===== src/core/dfbc_params.svh =====
// constants for the flash bus command controller
`ifndef DFBC_PARAMS_SVH
`define DFBC_PARAMS_SVH

// register byte offsets on the ahb-lite port
`define DFBC_OFS_CTRL 8'h00
`define DFBC_OFS_ADDR 8'h04
`define DFBC_OFS_WDATA 8'h08
`define DFBC_OFS_RDATA 8'h0C
`define DFBC_OFS_STATUS 8'h10

// ctrl fields
`define DFBC_CTRL_GO 0
`define DFBC_CTRL_OP_LSB 1
`define DFBC_CTRL_OP_MSB 3
`define DFBC_CTRL_PDOWN 4

// status fields
`define DFBC_ST_ACTIVE 0
`define DFBC_ST_DEV_READY 1
`define DFBC_ST_REFUSED 2
`define DFBC_ST_DONE 3

// command codes, low byte only
`define DFBC_CMD_READ_ARRAY 8'hFF
`define DFBC_CMD_READ_ID 8'h90
`define DFBC_CMD_READ_STATUS 8'h70
`define DFBC_CMD_CLEAR_STATUS 8'h50
`define DFBC_CMD_PROGRAM 8'h40
`define DFBC_CMD_PROGRAM_ALT 8'h10
`define DFBC_CMD_ERASE 8'h20
`define DFBC_CMD_CONFIRM 8'hD0
`define DFBC_CMD_SUSPEND 8'hB0

// 32 blocks of 32 kwords: block bits are address 19..15
`define DFBC_BLOCK_MASK 20'hF_8000

// reset values
`define DFBC_RST_ADDR 20'h0_0000
`define DFBC_RST_WDATA 16'h0000

// pin timing, nanoseconds, and the clock period in picoseconds
`define DFBC_CLK_PERIOD_PS 5000
`define DFBC_T_ADDR_SETUP_NS 10
`define DFBC_T_ROW_TO_COL_NS 20
`define DFBC_T_ACCESS_NS 100
`define DFBC_T_PRECHARGE_NS 50
`define DFBC_NS_TO_CYC(ns) (((ns) * 1000 + `DFBC_CLK_PERIOD_PS - 1) / \
  `DFBC_CLK_PERIOD_PS)
`define DFBC_CYC_ADDR_SETUP `DFBC_NS_TO_CYC(`DFBC_T_ADDR_SETUP_NS)
`define DFBC_CYC_ROW_TO_COL `DFBC_NS_TO_CYC(`DFBC_T_ROW_TO_COL_NS)
`define DFBC_CYC_ACCESS `DFBC_NS_TO_CYC(`DFBC_T_ACCESS_NS)
`define DFBC_CYC_PRECHARGE `DFBC_NS_TO_CYC(`DFBC_T_PRECHARGE_NS)
`define DFBC_CYC_SYNC 3

`endif


===== src/core/dfbc_pkg.sv =====
// types shared by the flash bus command controller
`default_nettype none
package dfbc_pkg;
  typedef enum logic [2:0] {
    DFBC_OP_READ,
    DFBC_OP_WRITE,
    DFBC_OP_CMD,
    DFBC_OP_ID_READ,
    DFBC_OP_PROGRAM,
    DFBC_OP_ERASE,
    DFBC_OP_SUSPEND,
    DFBC_OP_RESUME
  } dfbc_op_t;

  typedef enum {
    DFBC_CYC_IDLE,
    DFBC_CYC_ROW_SETUP,
    DFBC_CYC_ROW_LATCH,
    DFBC_CYC_COL_LATCH,
    DFBC_CYC_CAPTURE,
    DFBC_CYC_PRECHARGE
  } dfbc_cyc_state_t;

  typedef enum {
    DFBC_SEQ_IDLE,
    DFBC_SEQ_FIRST,
    DFBC_SEQ_SECOND
  } dfbc_seq_state_t;
endpackage
`default_nettype wire


===== src/core/dfbc_cycle.sv =====
// one multiplexed-address bus cycle on the flash pins
`default_nettype none
`include "dfbc_params.svh"
module dfbc_cycle #(
  parameter int AW = 20,
  parameter int DW = 16
) (
  input wire logic hclk,
  input wire logic hresetn,
  input wire logic start,
  input wire logic is_write,
  input wire logic [AW-1:0] addr,
  input wire logic [DW-1:0] wdata,
  output logic done,
  output logic [DW-1:0] rdata,
  output logic [AW/2-1:0] mux_addr_in,
  output logic row_strobe_n,
  output logic col_strobe_n,
  output logic out_en_n,
  output logic wr_en_n,
  output logic [DW-1:0] data_bus_wr,
  output logic data_bus_oe,
  input wire logic [DW-1:0] data_bus_rd
);
  localparam int HW = AW / 2;

  initial
  begin
    if (AW % 2 != 0 || DW < 8)
      $error("dfbc_cycle: address width must be even, data width >= 8");
  end

  dfbc_pkg::dfbc_cyc_state_t state_r, state_nxt;
  logic [7:0] cnt_r, cnt_nxt;
  logic wr_r, wr_nxt;
  logic done_r, done_nxt;
  logic [DW-1:0] rdata_r, rdata_nxt;
  logic [HW-1:0] maddr_r, maddr_nxt;
  logic ras_r, ras_nxt, cas_r, cas_nxt, oe_r, oe_nxt, we_r, we_nxt;
  logic [DW-1:0] dout_r, dout_nxt;
  logic doe_r, doe_nxt;
  logic [DW-1:0] ds1_r, ds2_r, ds3_r;

  // only the second flop reads the first
  always_ff @(posedge hclk or negedge hresetn)
  begin
    if (!hresetn)
    begin
      ds1_r <= '0;
      ds2_r <= '0;
      ds3_r <= '0;
    end
    else
    begin
      ds1_r <= data_bus_rd;
      ds2_r <= ds1_r;
      ds3_r <= ds2_r;
    end
  end

  always_comb
  begin
    state_nxt = state_r;
    cnt_nxt = cnt_r;
    wr_nxt = wr_r;
    done_nxt = 1'b0;
    rdata_nxt = rdata_r;
    maddr_nxt = maddr_r;
    ras_nxt = ras_r;
    cas_nxt = cas_r;
    oe_nxt = oe_r;
    we_nxt = we_r;
    dout_nxt = dout_r;
    doe_nxt = doe_r;
    unique case (state_r)
      dfbc_pkg::DFBC_CYC_IDLE:
      begin
        if (start)
        begin
          wr_nxt = is_write;
          maddr_nxt = addr[AW-1:HW];
          dout_nxt = wdata;
          cnt_nxt = 8'(`DFBC_CYC_ADDR_SETUP);
          state_nxt = dfbc_pkg::DFBC_CYC_ROW_SETUP;
        end
      end
      dfbc_pkg::DFBC_CYC_ROW_SETUP:
      begin
        cnt_nxt = cnt_r - 8'h01;
        if (cnt_r == 8'h01)
        begin
          ras_nxt = 1'b0;
          cnt_nxt = 8'(`DFBC_CYC_ROW_TO_COL);
          state_nxt = dfbc_pkg::DFBC_CYC_ROW_LATCH;
        end
      end
      dfbc_pkg::DFBC_CYC_ROW_LATCH:
      begin
        // column half goes out only after the row strobe fell
        maddr_nxt = addr[HW-1:0];
        doe_nxt = wr_r;
        cnt_nxt = cnt_r - 8'h01;
        if (cnt_r == 8'h01)
        begin
          cas_nxt = 1'b0;
          oe_nxt = wr_r;
          we_nxt = ~wr_r;
          cnt_nxt = 8'(`DFBC_CYC_ACCESS);
          state_nxt = dfbc_pkg::DFBC_CYC_COL_LATCH;
        end
      end
      dfbc_pkg::DFBC_CYC_COL_LATCH:
      begin
        cnt_nxt = cnt_r - 8'h01;
        if (cnt_r == 8'h01)
        begin
          cnt_nxt = 8'(`DFBC_CYC_SYNC);
          state_nxt = dfbc_pkg::DFBC_CYC_CAPTURE;
        end
      end
      dfbc_pkg::DFBC_CYC_CAPTURE:
      begin
        // read data passes three flops; wait till the last two agree
        if (cnt_r != 8'h00)
          cnt_nxt = cnt_r - 8'h01;
        else if (wr_r || ds2_r == ds3_r)
        begin
          if (!wr_r)
            rdata_nxt = ds3_r;
          ras_nxt = 1'b1;
          cas_nxt = 1'b1;
          oe_nxt = 1'b1;
          we_nxt = 1'b1;
          doe_nxt = 1'b0;
          cnt_nxt = 8'(`DFBC_CYC_PRECHARGE);
          state_nxt = dfbc_pkg::DFBC_CYC_PRECHARGE;
        end
      end
      dfbc_pkg::DFBC_CYC_PRECHARGE:
      begin
        cnt_nxt = cnt_r - 8'h01;
        if (cnt_r == 8'h01)
        begin
          done_nxt = 1'b1;
          state_nxt = dfbc_pkg::DFBC_CYC_IDLE;
        end
      end
    endcase
  end

  always_ff @(posedge hclk or negedge hresetn)
  begin
    if (!hresetn)
    begin
      state_r <= dfbc_pkg::DFBC_CYC_IDLE;
      cnt_r <= 8'h00;
      wr_r <= 1'b0;
      done_r <= 1'b0;
      rdata_r <= '0;
      maddr_r <= '0;
      ras_r <= 1'b1;
      cas_r <= 1'b1;
      oe_r <= 1'b1;
      we_r <= 1'b1;
      dout_r <= '0;
      doe_r <= 1'b0;
    end
    else
    begin
      state_r <= state_nxt;
      cnt_r <= cnt_nxt;
      wr_r <= wr_nxt;
      done_r <= done_nxt;
      rdata_r <= rdata_nxt;
      maddr_r <= maddr_nxt;
      ras_r <= ras_nxt;
      cas_r <= cas_nxt;
      oe_r <= oe_nxt;
      we_r <= we_nxt;
      dout_r <= dout_nxt;
      doe_r <= doe_nxt;
    end
  end

  assign done = done_r;
  assign rdata = rdata_r;
  assign mux_addr_in = maddr_r;
  assign row_strobe_n = ras_r;
  assign col_strobe_n = cas_r;
  assign out_en_n = oe_r;
  assign wr_en_n = we_r;
  assign data_bus_wr = dout_r;
  assign data_bus_oe = doe_r;
endmodule
`default_nettype wire


===== src/core/dfbc_host.sv =====
// ahb-lite controlled host that drives the dram-style flash pins
//
// The register offsets and the AHB-Lite interface to the registers were decided locally.
`default_nettype none
`include "dfbc_params.svh"
module dfbc_host #(
  parameter int AW = 20,
  parameter int DW = 16
) (
  input wire logic hclk,
  input wire logic hresetn,
  input wire logic hsel,
  input wire logic [31:0] haddr,
  input wire logic [1:0] htrans,
  input wire logic hwrite,
  input wire logic [2:0] hsize,
  input wire logic [31:0] hwdata,
  input wire logic hready,
  output logic hreadyout,
  output logic hresp,
  output logic [31:0] hrdata,
  output logic [AW/2-1:0] mux_addr_in,
  output logic row_strobe_n,
  output logic col_strobe_n,
  output logic out_en_n,
  output logic wr_en_n,
  output logic powerdown_reset_n,
  output logic [DW-1:0] data_bus_wr,
  output logic data_bus_oe,
  input wire logic [DW-1:0] data_bus_rd,
  input wire logic done_flag_n_od
);
  initial
  begin
    if (AW != 20 || DW != 16)
      $error("dfbc_host: register map serves 20-bit address, 16-bit data");
  end

  // ahb slave: reads take one wait state so hrdata sees committed writes
  logic dph_wr_r, dph_wr_nxt;
  logic [7:0] dph_ofs_r, dph_ofs_nxt;
  logic rd_pend_r, rd_pend_nxt;
  logic hreadyout_r, hreadyout_nxt;
  logic [31:0] hrdata_r, hrdata_nxt;
  logic hresp_r;

  // software registers
  dfbc_pkg::dfbc_op_t op_r, op_nxt;
  logic pdown_r, pdown_nxt;
  logic [AW-1:0] addr_r, addr_nxt;
  logic [DW-1:0] wdata_r, wdata_nxt;
  logic [DW-1:0] rdata_r, rdata_nxt;
  logic refused_r, refused_nxt, done_st_r, done_st_nxt;
  logic pdn_pin_r, pdn_pin_nxt;

  // sequencer
  dfbc_pkg::dfbc_seq_state_t seq_r, seq_nxt;
  logic cyc_start_r, cyc_start_nxt;
  logic cyc_wr_r, cyc_wr_nxt;
  logic [AW-1:0] cyc_addr_r, cyc_addr_nxt;
  logic [DW-1:0] cyc_data_r, cyc_data_nxt;
  logic two_r, two_nxt;
  logic [AW-1:0] nd_addr_r, nd_addr_nxt;
  logic [DW-1:0] nd_data_r, nd_data_nxt;
  logic nd_wr_r, nd_wr_nxt;

  // ready/busy pin: three flops, a change counts when the last two agree
  logic rdy_s1_r, rdy_s2_r, rdy_s3_r, dev_ready_r, dev_ready_nxt;

  logic cyc_done;
  logic [DW-1:0] cyc_rdata;
  logic go_wr;
  logic wr_now;
  logic [31:0] wval;
  dfbc_pkg::dfbc_op_t go_op;

  assign wr_now = dph_wr_r;
  assign wval = hwdata;
  assign go_wr = wr_now && dph_ofs_r == `DFBC_OFS_CTRL &&
                 wval[`DFBC_CTRL_GO];
  assign go_op = dfbc_pkg::dfbc_op_t'(wval[`DFBC_CTRL_OP_MSB:
                                           `DFBC_CTRL_OP_LSB]);

  always_ff @(posedge hclk or negedge hresetn)
  begin
    if (!hresetn)
    begin
      rdy_s1_r <= 1'b1;
      rdy_s2_r <= 1'b1;
      rdy_s3_r <= 1'b1;
    end
    else
    begin
      rdy_s1_r <= done_flag_n_od;
      rdy_s2_r <= rdy_s1_r;
      rdy_s3_r <= rdy_s2_r;
    end
  end

  always_comb
  begin
    // the pin is open-drain: high means released, i.e. ready
    dev_ready_nxt = (rdy_s2_r == rdy_s3_r) ? rdy_s3_r :
                    dev_ready_r;
  end

  // bus slave and register file
  always_comb
  begin
    dph_wr_nxt = 1'b0;
    dph_ofs_nxt = dph_ofs_r;
    rd_pend_nxt = 1'b0;
    hreadyout_nxt = 1'b1;
    hrdata_nxt = hrdata_r;
    op_nxt = op_r;
    pdown_nxt = pdown_r;
    addr_nxt = addr_r;
    wdata_nxt = wdata_r;
    rdata_nxt = rdata_r;
    refused_nxt = refused_r;
    done_st_nxt = done_st_r;
    if (hsel && htrans[1] && hready)
    begin
      dph_ofs_nxt = haddr[7:0];
      dph_wr_nxt = hwrite;
      if (!hwrite)
      begin
        rd_pend_nxt = 1'b1;
        hreadyout_nxt = 1'b0;
      end
    end
    if (rd_pend_r)
    begin
      unique case (dph_ofs_r)
        `DFBC_OFS_CTRL:
          hrdata_nxt = {27'h000_0000, pdown_r, op_r, 1'b0};
        `DFBC_OFS_ADDR:
          hrdata_nxt = {12'h000, addr_r};
        `DFBC_OFS_WDATA:
          hrdata_nxt = {16'h0000, wdata_r};
        `DFBC_OFS_RDATA:
          hrdata_nxt = {16'h0000, rdata_r};
        `DFBC_OFS_STATUS:
          hrdata_nxt = {28'h000_0000, done_st_r, refused_r, dev_ready_r,
                        seq_r != dfbc_pkg::DFBC_SEQ_IDLE};
        default:
          hrdata_nxt = 32'h0000_0000;
      endcase
    end
    if (wr_now)
    begin
      unique case (dph_ofs_r)
        `DFBC_OFS_CTRL:
        begin
          op_nxt = go_op;
          pdown_nxt = wval[`DFBC_CTRL_PDOWN];
        end
        `DFBC_OFS_ADDR:
          addr_nxt = wval[AW-1:0];
        `DFBC_OFS_WDATA:
          wdata_nxt = wval[DW-1:0];
        `DFBC_OFS_STATUS:
        begin
          if (wval[`DFBC_ST_REFUSED])
            refused_nxt = 1'b0;
          if (wval[`DFBC_ST_DONE])
            done_st_nxt = 1'b0;
        end
        default:
          ;
      endcase
    end
    if (cyc_done && !cyc_wr_r)
      rdata_nxt = cyc_rdata;
    // hardware set wins over a same-cycle clear
    if (cyc_done && seq_r == dfbc_pkg::DFBC_SEQ_SECOND ||
        cyc_done && seq_r == dfbc_pkg::DFBC_SEQ_FIRST && !two_r)
      done_st_nxt = 1'b1;
    if (go_wr && (seq_r != dfbc_pkg::DFBC_SEQ_IDLE || pdown_r ||
        wval[`DFBC_CTRL_PDOWN]))
      refused_nxt = 1'b1;
    if (go_wr && !dev_ready_r && (go_op == dfbc_pkg::DFBC_OP_PROGRAM ||
        go_op == dfbc_pkg::DFBC_OP_ERASE))
      refused_nxt = 1'b1;
  end

  // sequencer: one or two pin cycles per order
  always_comb
  begin
    seq_nxt = seq_r;
    cyc_start_nxt = 1'b0;
    cyc_wr_nxt = cyc_wr_r;
    cyc_addr_nxt = cyc_addr_r;
    cyc_data_nxt = cyc_data_r;
    two_nxt = two_r;
    nd_addr_nxt = nd_addr_r;
    nd_data_nxt = nd_data_r;
    nd_wr_nxt = nd_wr_r;
    pdn_pin_nxt = ~pdown_r;
    unique case (seq_r)
      dfbc_pkg::DFBC_SEQ_IDLE:
      begin
        if (go_wr && !pdown_r && !wval[`DFBC_CTRL_PDOWN] &&
            !(!dev_ready_r && (go_op == dfbc_pkg::DFBC_OP_PROGRAM ||
              go_op == dfbc_pkg::DFBC_OP_ERASE)))
        begin
          cyc_start_nxt = 1'b1;
          cyc_wr_nxt = 1'b1;
          cyc_addr_nxt = addr_r;
          two_nxt = 1'b0;
          nd_addr_nxt = addr_r;
          nd_data_nxt = wdata_r;
          nd_wr_nxt = 1'b1;
          // upper byte of a command write is always zero
          unique case (go_op)
            dfbc_pkg::DFBC_OP_READ:
              cyc_wr_nxt = 1'b0;
            dfbc_pkg::DFBC_OP_WRITE:
              cyc_data_nxt = wdata_r;
            dfbc_pkg::DFBC_OP_CMD:
              cyc_data_nxt = {8'h00,
                              wdata_r[7:0]};
            dfbc_pkg::DFBC_OP_ID_READ:
            begin
              cyc_data_nxt = {8'h00, `DFBC_CMD_READ_ID};
              nd_addr_nxt = {19'h0_0000, addr_r[0]};
              nd_wr_nxt = 1'b0;
              two_nxt = 1'b1;
            end
            dfbc_pkg::DFBC_OP_PROGRAM:
            begin
              cyc_data_nxt = {8'h00, `DFBC_CMD_PROGRAM};
              two_nxt = 1'b1;
            end
            dfbc_pkg::DFBC_OP_ERASE:
            begin
              cyc_data_nxt = {8'h00, `DFBC_CMD_ERASE};
              nd_addr_nxt = addr_r & `DFBC_BLOCK_MASK;
              nd_data_nxt = {8'h00, `DFBC_CMD_CONFIRM};
              two_nxt = 1'b1;
            end
            dfbc_pkg::DFBC_OP_SUSPEND:
              cyc_data_nxt = {8'h00, `DFBC_CMD_SUSPEND};
            dfbc_pkg::DFBC_OP_RESUME:
              cyc_data_nxt = {8'h00, `DFBC_CMD_CONFIRM};
          endcase
          seq_nxt = dfbc_pkg::DFBC_SEQ_FIRST;
        end
      end
      dfbc_pkg::DFBC_SEQ_FIRST:
      begin
        if (cyc_done)
        begin
          if (two_r)
          begin
            cyc_start_nxt = 1'b1;
            cyc_wr_nxt = nd_wr_r;
            cyc_addr_nxt = nd_addr_r;
            cyc_data_nxt = nd_data_r;
            seq_nxt = dfbc_pkg::DFBC_SEQ_SECOND;
          end
          else
            seq_nxt = dfbc_pkg::DFBC_SEQ_IDLE;
        end
      end
      dfbc_pkg::DFBC_SEQ_SECOND:
      begin
        if (cyc_done)
          seq_nxt = dfbc_pkg::DFBC_SEQ_IDLE;
      end
    endcase
  end

  always_ff @(posedge hclk or negedge hresetn)
  begin
    if (!hresetn)
    begin
      dph_wr_r <= 1'b0;
      dph_ofs_r <= 8'h00;
      rd_pend_r <= 1'b0;
      hreadyout_r <= 1'b1;
      hrdata_r <= 32'h0000_0000;
      hresp_r <= 1'b0;
      op_r <= dfbc_pkg::DFBC_OP_READ;
      pdown_r <= 1'b0;
      addr_r <= `DFBC_RST_ADDR;
      wdata_r <= `DFBC_RST_WDATA;
      rdata_r <= 16'h0000;
      refused_r <= 1'b0;
      done_st_r <= 1'b0;
      pdn_pin_r <= 1'b1;
      dev_ready_r <= 1'b1;
      seq_r <= dfbc_pkg::DFBC_SEQ_IDLE;
      cyc_start_r <= 1'b0;
      cyc_wr_r <= 1'b0;
      cyc_addr_r <= 20'h0_0000;
      cyc_data_r <= 16'h0000;
      two_r <= 1'b0;
      nd_addr_r <= 20'h0_0000;
      nd_data_r <= 16'h0000;
      nd_wr_r <= 1'b0;
    end
    else
    begin
      dph_wr_r <= dph_wr_nxt;
      dph_ofs_r <= dph_ofs_nxt;
      rd_pend_r <= rd_pend_nxt;
      hreadyout_r <= hreadyout_nxt;
      hrdata_r <= hrdata_nxt;
      hresp_r <= 1'b0;
      op_r <= op_nxt;
      pdown_r <= pdown_nxt;
      addr_r <= addr_nxt;
      wdata_r <= wdata_nxt;
      rdata_r <= rdata_nxt;
      refused_r <= refused_nxt;
      done_st_r <= done_st_nxt;
      pdn_pin_r <= pdn_pin_nxt;
      dev_ready_r <= dev_ready_nxt;
      seq_r <= seq_nxt;
      cyc_start_r <= cyc_start_nxt;
      cyc_wr_r <= cyc_wr_nxt;
      cyc_addr_r <= cyc_addr_nxt;
      cyc_data_r <= cyc_data_nxt;
      two_r <= two_nxt;
      nd_addr_r <= nd_addr_nxt;
      nd_data_r <= nd_data_nxt;
      nd_wr_r <= nd_wr_nxt;
    end
  end

  dfbc_cycle #(
    .AW(AW),
    .DW(DW)
  ) u_cycle (
    .hclk(hclk),
    .hresetn(hresetn),
    .start(cyc_start_r),
    .is_write(cyc_wr_r),
    .addr(cyc_addr_r),
    .wdata(cyc_data_r),
    .done(cyc_done),
    .rdata(cyc_rdata),
    .mux_addr_in(mux_addr_in),
    .row_strobe_n(row_strobe_n),
    .col_strobe_n(col_strobe_n),
    .out_en_n(out_en_n),
    .wr_en_n(wr_en_n),
    .data_bus_wr(data_bus_wr),
    .data_bus_oe(data_bus_oe),
    .data_bus_rd(data_bus_rd)
  );

  assign hreadyout = hreadyout_r;
  assign hresp = hresp_r;
  assign hrdata = hrdata_r;
  assign powerdown_reset_n = pdn_pin_r;
endmodule
`default_nettype wire


===== config.mk =====
export PLATFORM = sky130hd
export DESIGN_NAME = dfbc_host
export DESIGN_NICKNAME = d
export VERILOG_FILES = /design/src/core/dfbc_pkg.sv /design/src/core/dfbc_cycle.sv /design/src/core/dfbc_host.sv
export VERILOG_INCLUDE_DIRS = /design/src /design/src/core
export SDC_FILE = /design/constraint.sdc
export NUM_CORES = 1
export LEC_CHECK = 0
export CORE_MARGIN = 2
export CORE_UTILIZATION = 25
export CTS_BUF_LIST = sky130_fd_sc_hd__clkbuf_4
export CTS_CLUSTER_DIAMETER = 60
export DETAILED_ROUTE_END_ITERATION = 7
export DONT_BUFFER_PORTS = 1
export HOLD_SLACK_MARGIN = 0.1
export SLEW_MARGIN = 20
export SYNTH_ARGS = -nofsm -noshare
export SYNTH_HDL_FRONTEND = slang
export SYNTH_SLANG_ARGS = --single-unit

===== constraint.sdc =====
create_clock -name hclk -period 4.5 [get_ports hclk]
set_input_delay 0.675 -clock hclk [delete_from_list [all_inputs] [get_ports hclk]]
set_output_delay 0.675 -clock hclk [all_outputs]
set_load 0.02 [all_outputs]

# Word-level counts from Yosys, hierarchy flattened
# Index checks and enable logic that the tools add are counted.
[word_totals]
reg_bits = 351
latchBits = 0
ram_bits = 0
rom_bits = 0
inputBits = 91
output_inout_bits = 66
word_cells = 214
memories = 0
[op_classes]
addsub = 1
mul = 0
div_mod_pow = 0
n_lt_le_gt_ge = 0
eq_ne = 36
shifts = 0
n_mux = 73
n_bitwise = 3
reduce_logical = 60
[op_table]
columns = ["cell", "n"]
rows = [
  ["32-bit two-way mux", 10],
  ["32-bit case mux with 6 select lines", 1],
  ["32-bit by 2-bit equality test with 1-bit output, second input constant", 4],
  ["16-bit case mux with 7 select lines", 1],
  ["20-bit case mux with 5 select lines", 1],
  ["32-bit by 3-bit equality test with 1-bit output, second input constant", 3],
  ["32-bit case mux with 3 select lines", 1],
  ["20-bit case mux with 2 select lines", 2],
  ["32-bit by 1-bit equality test with 1-bit output, second input constant", 2],
  ["32-bit logical NOT", 2],
  ["16-bit two-way mux", 4],
  ["20-bit two-way mux", 3],
  ["8-bit two-way mux", 6],
  ["8-bit case mux with 6 select lines", 1],
  ["1-bit two-way mux", 32],
  ["16-bit case mux with 2 select lines", 1],
  ["32-bit nonzero test", 1],
  ["10-bit case mux with 2 select lines", 1],
  ["16-bit equality test", 1],
  ["8-bit by 4-bit equality test with 1-bit output, second input constant", 2],
  ["4-bit AND reduction", 4],
  ["1-bit logical AND", 15],
  ["2-bit by 1-bit inequality test with 1-bit output, second input constant", 7],
  ["1-bit case mux with 2 select lines", 7],
  ["other kinds (26)", 61],
]

# Longest topological paths before layout
[depth]
ltp_word = 8
ltp_mapped = 8
ltp_nobuf = 7

# By module
# Synthesis repeated with hierarchy kept, for this count alone.
[unflattened]
cells_unflattened = 993
hier_area_um2 = 11855.1
[by_module_without_submodules]
columns = ["mod", "n_inst", "cells_each", "area_per_inst_um2"]
rows = [
  ["dfbc_host", 1, 688, 7657.3],
  ["dfbc_cycle", 1, 305, 4197.8],
]

# Worst setup path after synthesis
# No wires, ideal clock.
[synth_timing]
path_kind = "input -> register"
from = "in hwdata[2]"
to = "reg cyc_data_r[10]"
setup_time_ns = 0.125
arrival_ns = 1.923
path_slack_ns = 2.452
cell_stages = 6
n_path_buf = 1
cell_sequence = "nand2b_1 o211ai_1 nor3_2 o21ai_2 buf_6 mux2_4"
[synth_between]
elab_chain_len = 7
elab_cells_between_ends = 17
cone_classes = "eq/ne (9); mux (3); reduce/logical (5)"
[synth_rtl]
columns = ["element", "line", "source"]
rows = [
  ["from (decl)", "dfbc_host.sv:17", "input wire logic [31:0] hwdata,"],
  ["3-bit equality test, on equally long branches", "dfbc_host.sv:204, dfbc_host.sv:215, dfbc_host.sv:205", ""],
  ["1-bit logical OR", "dfbc_host.sv:204", "!(!dev_ready_r && (go_op == dfbc_pkg::DFBC_OP_PROGRAM ||"],
  ["1-bit logical AND", "dfbc_host.sv:204", ""],
  ["1-bit logical NOT", "dfbc_host.sv:204", ""],
  ["1-bit logical AND", "dfbc_host.sv:203", "if (go_wr && !pdown_r && !wval[`DFBC_CTRL_PDOWN] &&"],
  ["2-bit inequality test (no source line)", "-", ""],
  ["5-bit AND reduction (no source line)", "-", ""],
  ["to (signal assigned)", "dfbc_host.sv:324", "cyc_data_r <= cyc_data_nxt;"],
  ["to (decl)", "dfbc_host.sv:61", "logic [DW-1:0] cyc_data_r, cyc_data_nxt;"],
]
# Several ways; a longest one is shown, not always the timed one. The select of a mux whose other input is x is not followed.
# A chain may end at the register's enable or synchronous reset.

# Final worst setup path
[layout_timing]
from = "reg seq_r[1]"
to = "reg cyc_wr_r"
[layout_between]
elab_chain_len = 3
elab_cells_between_ends = 8
cone_classes = "eq/ne (4); mux (1); reduce/logical (3)"
[layout_rtl]
columns = ["element", "line", "source"]
rows = [
  ["from (decl)", "dfbc_host.sv:57", "dfbc_pkg::dfbc_seq_state_t seq_r, seq_nxt;"],
  ["from (signal assigned)", "dfbc_host.sv:293", "seq_r <= dfbc_pkg::DFBC_SEQ_IDLE;"],
  ["from (signal assigned)", "dfbc_host.sv:320", "seq_r <= seq_nxt;"],
  ["32-bit by 1-bit equality test with 1-bit output or 32-bit logical NOT (tied branches)", "dfbc_host.sv:200", "unique case (seq_r)"],
  ["2-bit inequality test (no source line) (tied with other cells)", "-", ""],
  ["4-bit AND reduction (no source line)", "-", ""],
  ["to (signal assigned)", "dfbc_host.sv:322", "cyc_wr_r <= cyc_wr_nxt;"],
  ["to (decl)", "dfbc_host.sv:59", "logic cyc_wr_r, cyc_wr_nxt;"],
]
# Several ways; a longest one is shown, not always the timed one.

==> results_dict.tcl <==
set metrics [dict create \
    status "finished, violations left" \
    violations "negative hold slack" \
    fp.dieArea_um2 48900 \
    viasPerCell 4.41 \
    grt.total_usage 0.114 \
    critical_path_class "reg2reg" \
    core_um2 46600 \
    tns_ns 0 \
    whs_ns -0.327 \
    yosys_warnings 0 \
    area_growth_pct 16.8 \
    critical_path.max_stage_delay_ns 0.76 \
    start_util 0.253 \
    fillers 4712 \
    rsz0062_at_grt "no" \
    grt_pass1_vias 7636 \
    startpoint_type "flip-flop" \
    seqCellArea_um2 7020 \
    wl_per_cell_um 16.2 \
    vias 7605 \
    first_pass_iters 4 \
    root_buffer "clkbuf_4" \
    ys_ff_latch 280 \
    pin_count 157 \
    netlist_instances 983 \
    post_cts_buffers 0 \
    syn_area_um2 11800 \
    slew_violations 0 \
    dp_slack_ns 1.74 \
    ant_nets 0 \
    worstPathMaxFanout 41 \
    port_buffers 0 \
    crit_path_end_kind "flip-flop" \
    drt_wl_total_um 27900 \
    maxCapViolations 0 \
    fmax_mhz 360 \
    antenna_found_initial 5 \
    hpwl_um 19200 \
    grt_max_degree 281 \
    cts_tree "done" \
    cp.arrival_ns 3.38 \
    die_h_um 221 \
    fp.dieW_um 221 \
    finalCriticalPeriod_ns 2.78 \
    hold_viol 279 \
    synth_top_cell_by_area "dfrtp_1" \
    synth-edff-count 0 \
    design_area_um2 13800 \
    tightest_slew_ns 1.02 \
    postPlaceCellArea_um2 12400 \
    clock_latency_ns 0.74 \
    drc 0 \
    async_reset_ff_frac 1.00 \
    clkSinkCount 280 \
    multiInputGateArea_um2 4410 \
    irDropWorstVdd_v 0.000146 \
    drtIter0Drc 373 \
    setup_slack_ns 1.72 \
    final_common_cell "dfrtp_1" \
    hp-class "in2async" \
    cpMaxStageDelayCell "a31o_2" \
    cts_hold_repair.buffers 46 \
    power_density_nw_per_um2 399 \
    p_leak_uw 0.00634 \
    drive_gt1_frac 0.250 \
    ctsResizeCount 0 \
    fin_worst_skew_ns 0.0477 \
    fp-row-count 79 \
    seq_area_frac_synth 0.595 \
    setup_viol 0 \
    grt_pass1_wl_um 44200 \
    relSlewSlack 0.321 \
    final_cell_mix "dfrtp_1 (270), nand2_1 (114), mux2_2 (113)" \
    netlist_top_cells_area "dfrtp_1 (57%), mux2_2 (11%), nand2_1 (3.6%)" \
    path_clk_slew_ns 0.07 \
    avgSynthCellArea_um2 12.0 \
    synthDistinctLibCells 66 \
    crit_chain "inv_1, ha_2, nand3_1, o21ai_0, a31o_2, mux2_2" \
    grt_overflow_total 0 \
    h-tree-depth 3 \
    ys.flop_type "dfrtp_1" \
    numCtsBuffers 73 \
    power_uw 5500 \
    place_congestion 0.795 \
    finalCritPeriodShare 0.618 \
    critPathRequiredTime_ns 5.10 \
    cts_buffer_depth 3 \
    yosysTopAreaCellShare 0.573 \
    final_nets 1162 \
]
[final timing paths]
path | start | endpoint | slack [ns] | cells after the start
worst max register to register | seq_r[1]$_DFFE_PN0P_ | cyc_wr_r$_DFFE_PN0P_ | 1.72 | 6
worst min-delay path | hresetn | dph_ofs_r[5]$_DFFE_PN0P_ | -0.33 | 0
worst max-delay path | seq_r[1]$_DFFE_PN0P_ | cyc_wr_r$_DFFE_PN0P_ | 1.72 | 6
max in group asynchronous | hresetn | nd_addr_r[19]$_DFFE_PN0P_ | 4.24 | 0
min in group hclk | hwdata[2] | op_r[1]$_DFFE_PN0N_ | 0.26 | 2
worst min register to register | u_cycle.ds2_r[7]$_DFF_PN0_ | u_cycle.ds3_r[7]$_DFF_PN0_ | 0.35 | 0
[kinds of logic after synthesis]
group | count (synthesis) | share of synthesized area
buffers and inverters | 93 | 0.0361
AND/OR/NAND/NOR | 239 | 0.0941
multiplexers | 159 | 0.155
AO/OA/AOI/OAI | 185 | 0.0976
adder cells (fa/ha/maj) | 7 | 0.00721
other | 1 | 0.000318
flip-flops | 280 | 0.595
XOR/XNOR | 19 | 0.0141
[synth_stat cells (all sizes together) (9+ instances only)]
master	count
xnor2	18
mux2i	32
nor3	9
clkbuf	36
mux2	123
o21ai	83
inv	31
nand2	115
dfstp	10
dfrtp	270
nand3	24
buf	25
nor2	52
a21oi	38
a22o	23
[metal layers]
metal  part of all wire  track usage  vias up  routed length, um
met5             0.0020            0        -                 55
met4              0.024       0.0444        8                656
met3              0.067       0.0398       59               1880
met2               0.46        0.176      159              12800
met1               0.45        0.148     3719              12600
li1                   -            -     3660                  -
[state kept, by name (all words and copies together), names as in the netlist, 16 cells and up]
register / flops
cyc_addr_r: 20
u_cycle.ds3_r: 16
u_cycle.rdata: 16
nd_addr_r: 20
rdata_r: 16
cyc_data_r: 16
hrdata: 20
u_cycle.ds1_r: 16
wdata_r: 16
addr_r: 20
nd_data_r: 16
u_cycle.data_bus_wr: 16
u_cycle.ds2_r: 16
[per-stage QoR]
stage | instances | util
floorplan | 995 | -
global placement | 1551 | 0.266
detailed placement | 1551 | 0.266
CTS | 1721 | 0.296
global route | 1722 | 0.296
finish | 1723 | 0.296
[layout make-up]
type / instances / share of cell area
Clock inverter: 15 / 0.00736
Sequential cell: 280 / 0.510
Antenna cell: 2 / 0.000363
Multi-Input combinational cell: 622 / 0.320
Timing Repair Buffer: 57 / 0.0394
Tap cell: 607 / 0.0552
Inverter: 31 / 0.00845
Clock buffer: 109 / 0.0594
[critical path, delay by kind of cell (launching register included)]
kind | cells | cell delay [ns]
AO/OA/AOI/OAI | 2 | 0.96
adder cells (fa/ha/maj) | 1 | 0.54
buffers and inverters | 1 | 0.09
flip-flops | 1 | 0.40
multiplexers | 1 | 0.42
AND/OR/NAND/NOR | 1 | 0.25
[power by group]
group	total [uW]	switching [uW]	internal, uW
combinational	538	275	263
clock	2190	1030	1160
sequential	2770	135	2630
(Power assumes the default switching activity.)
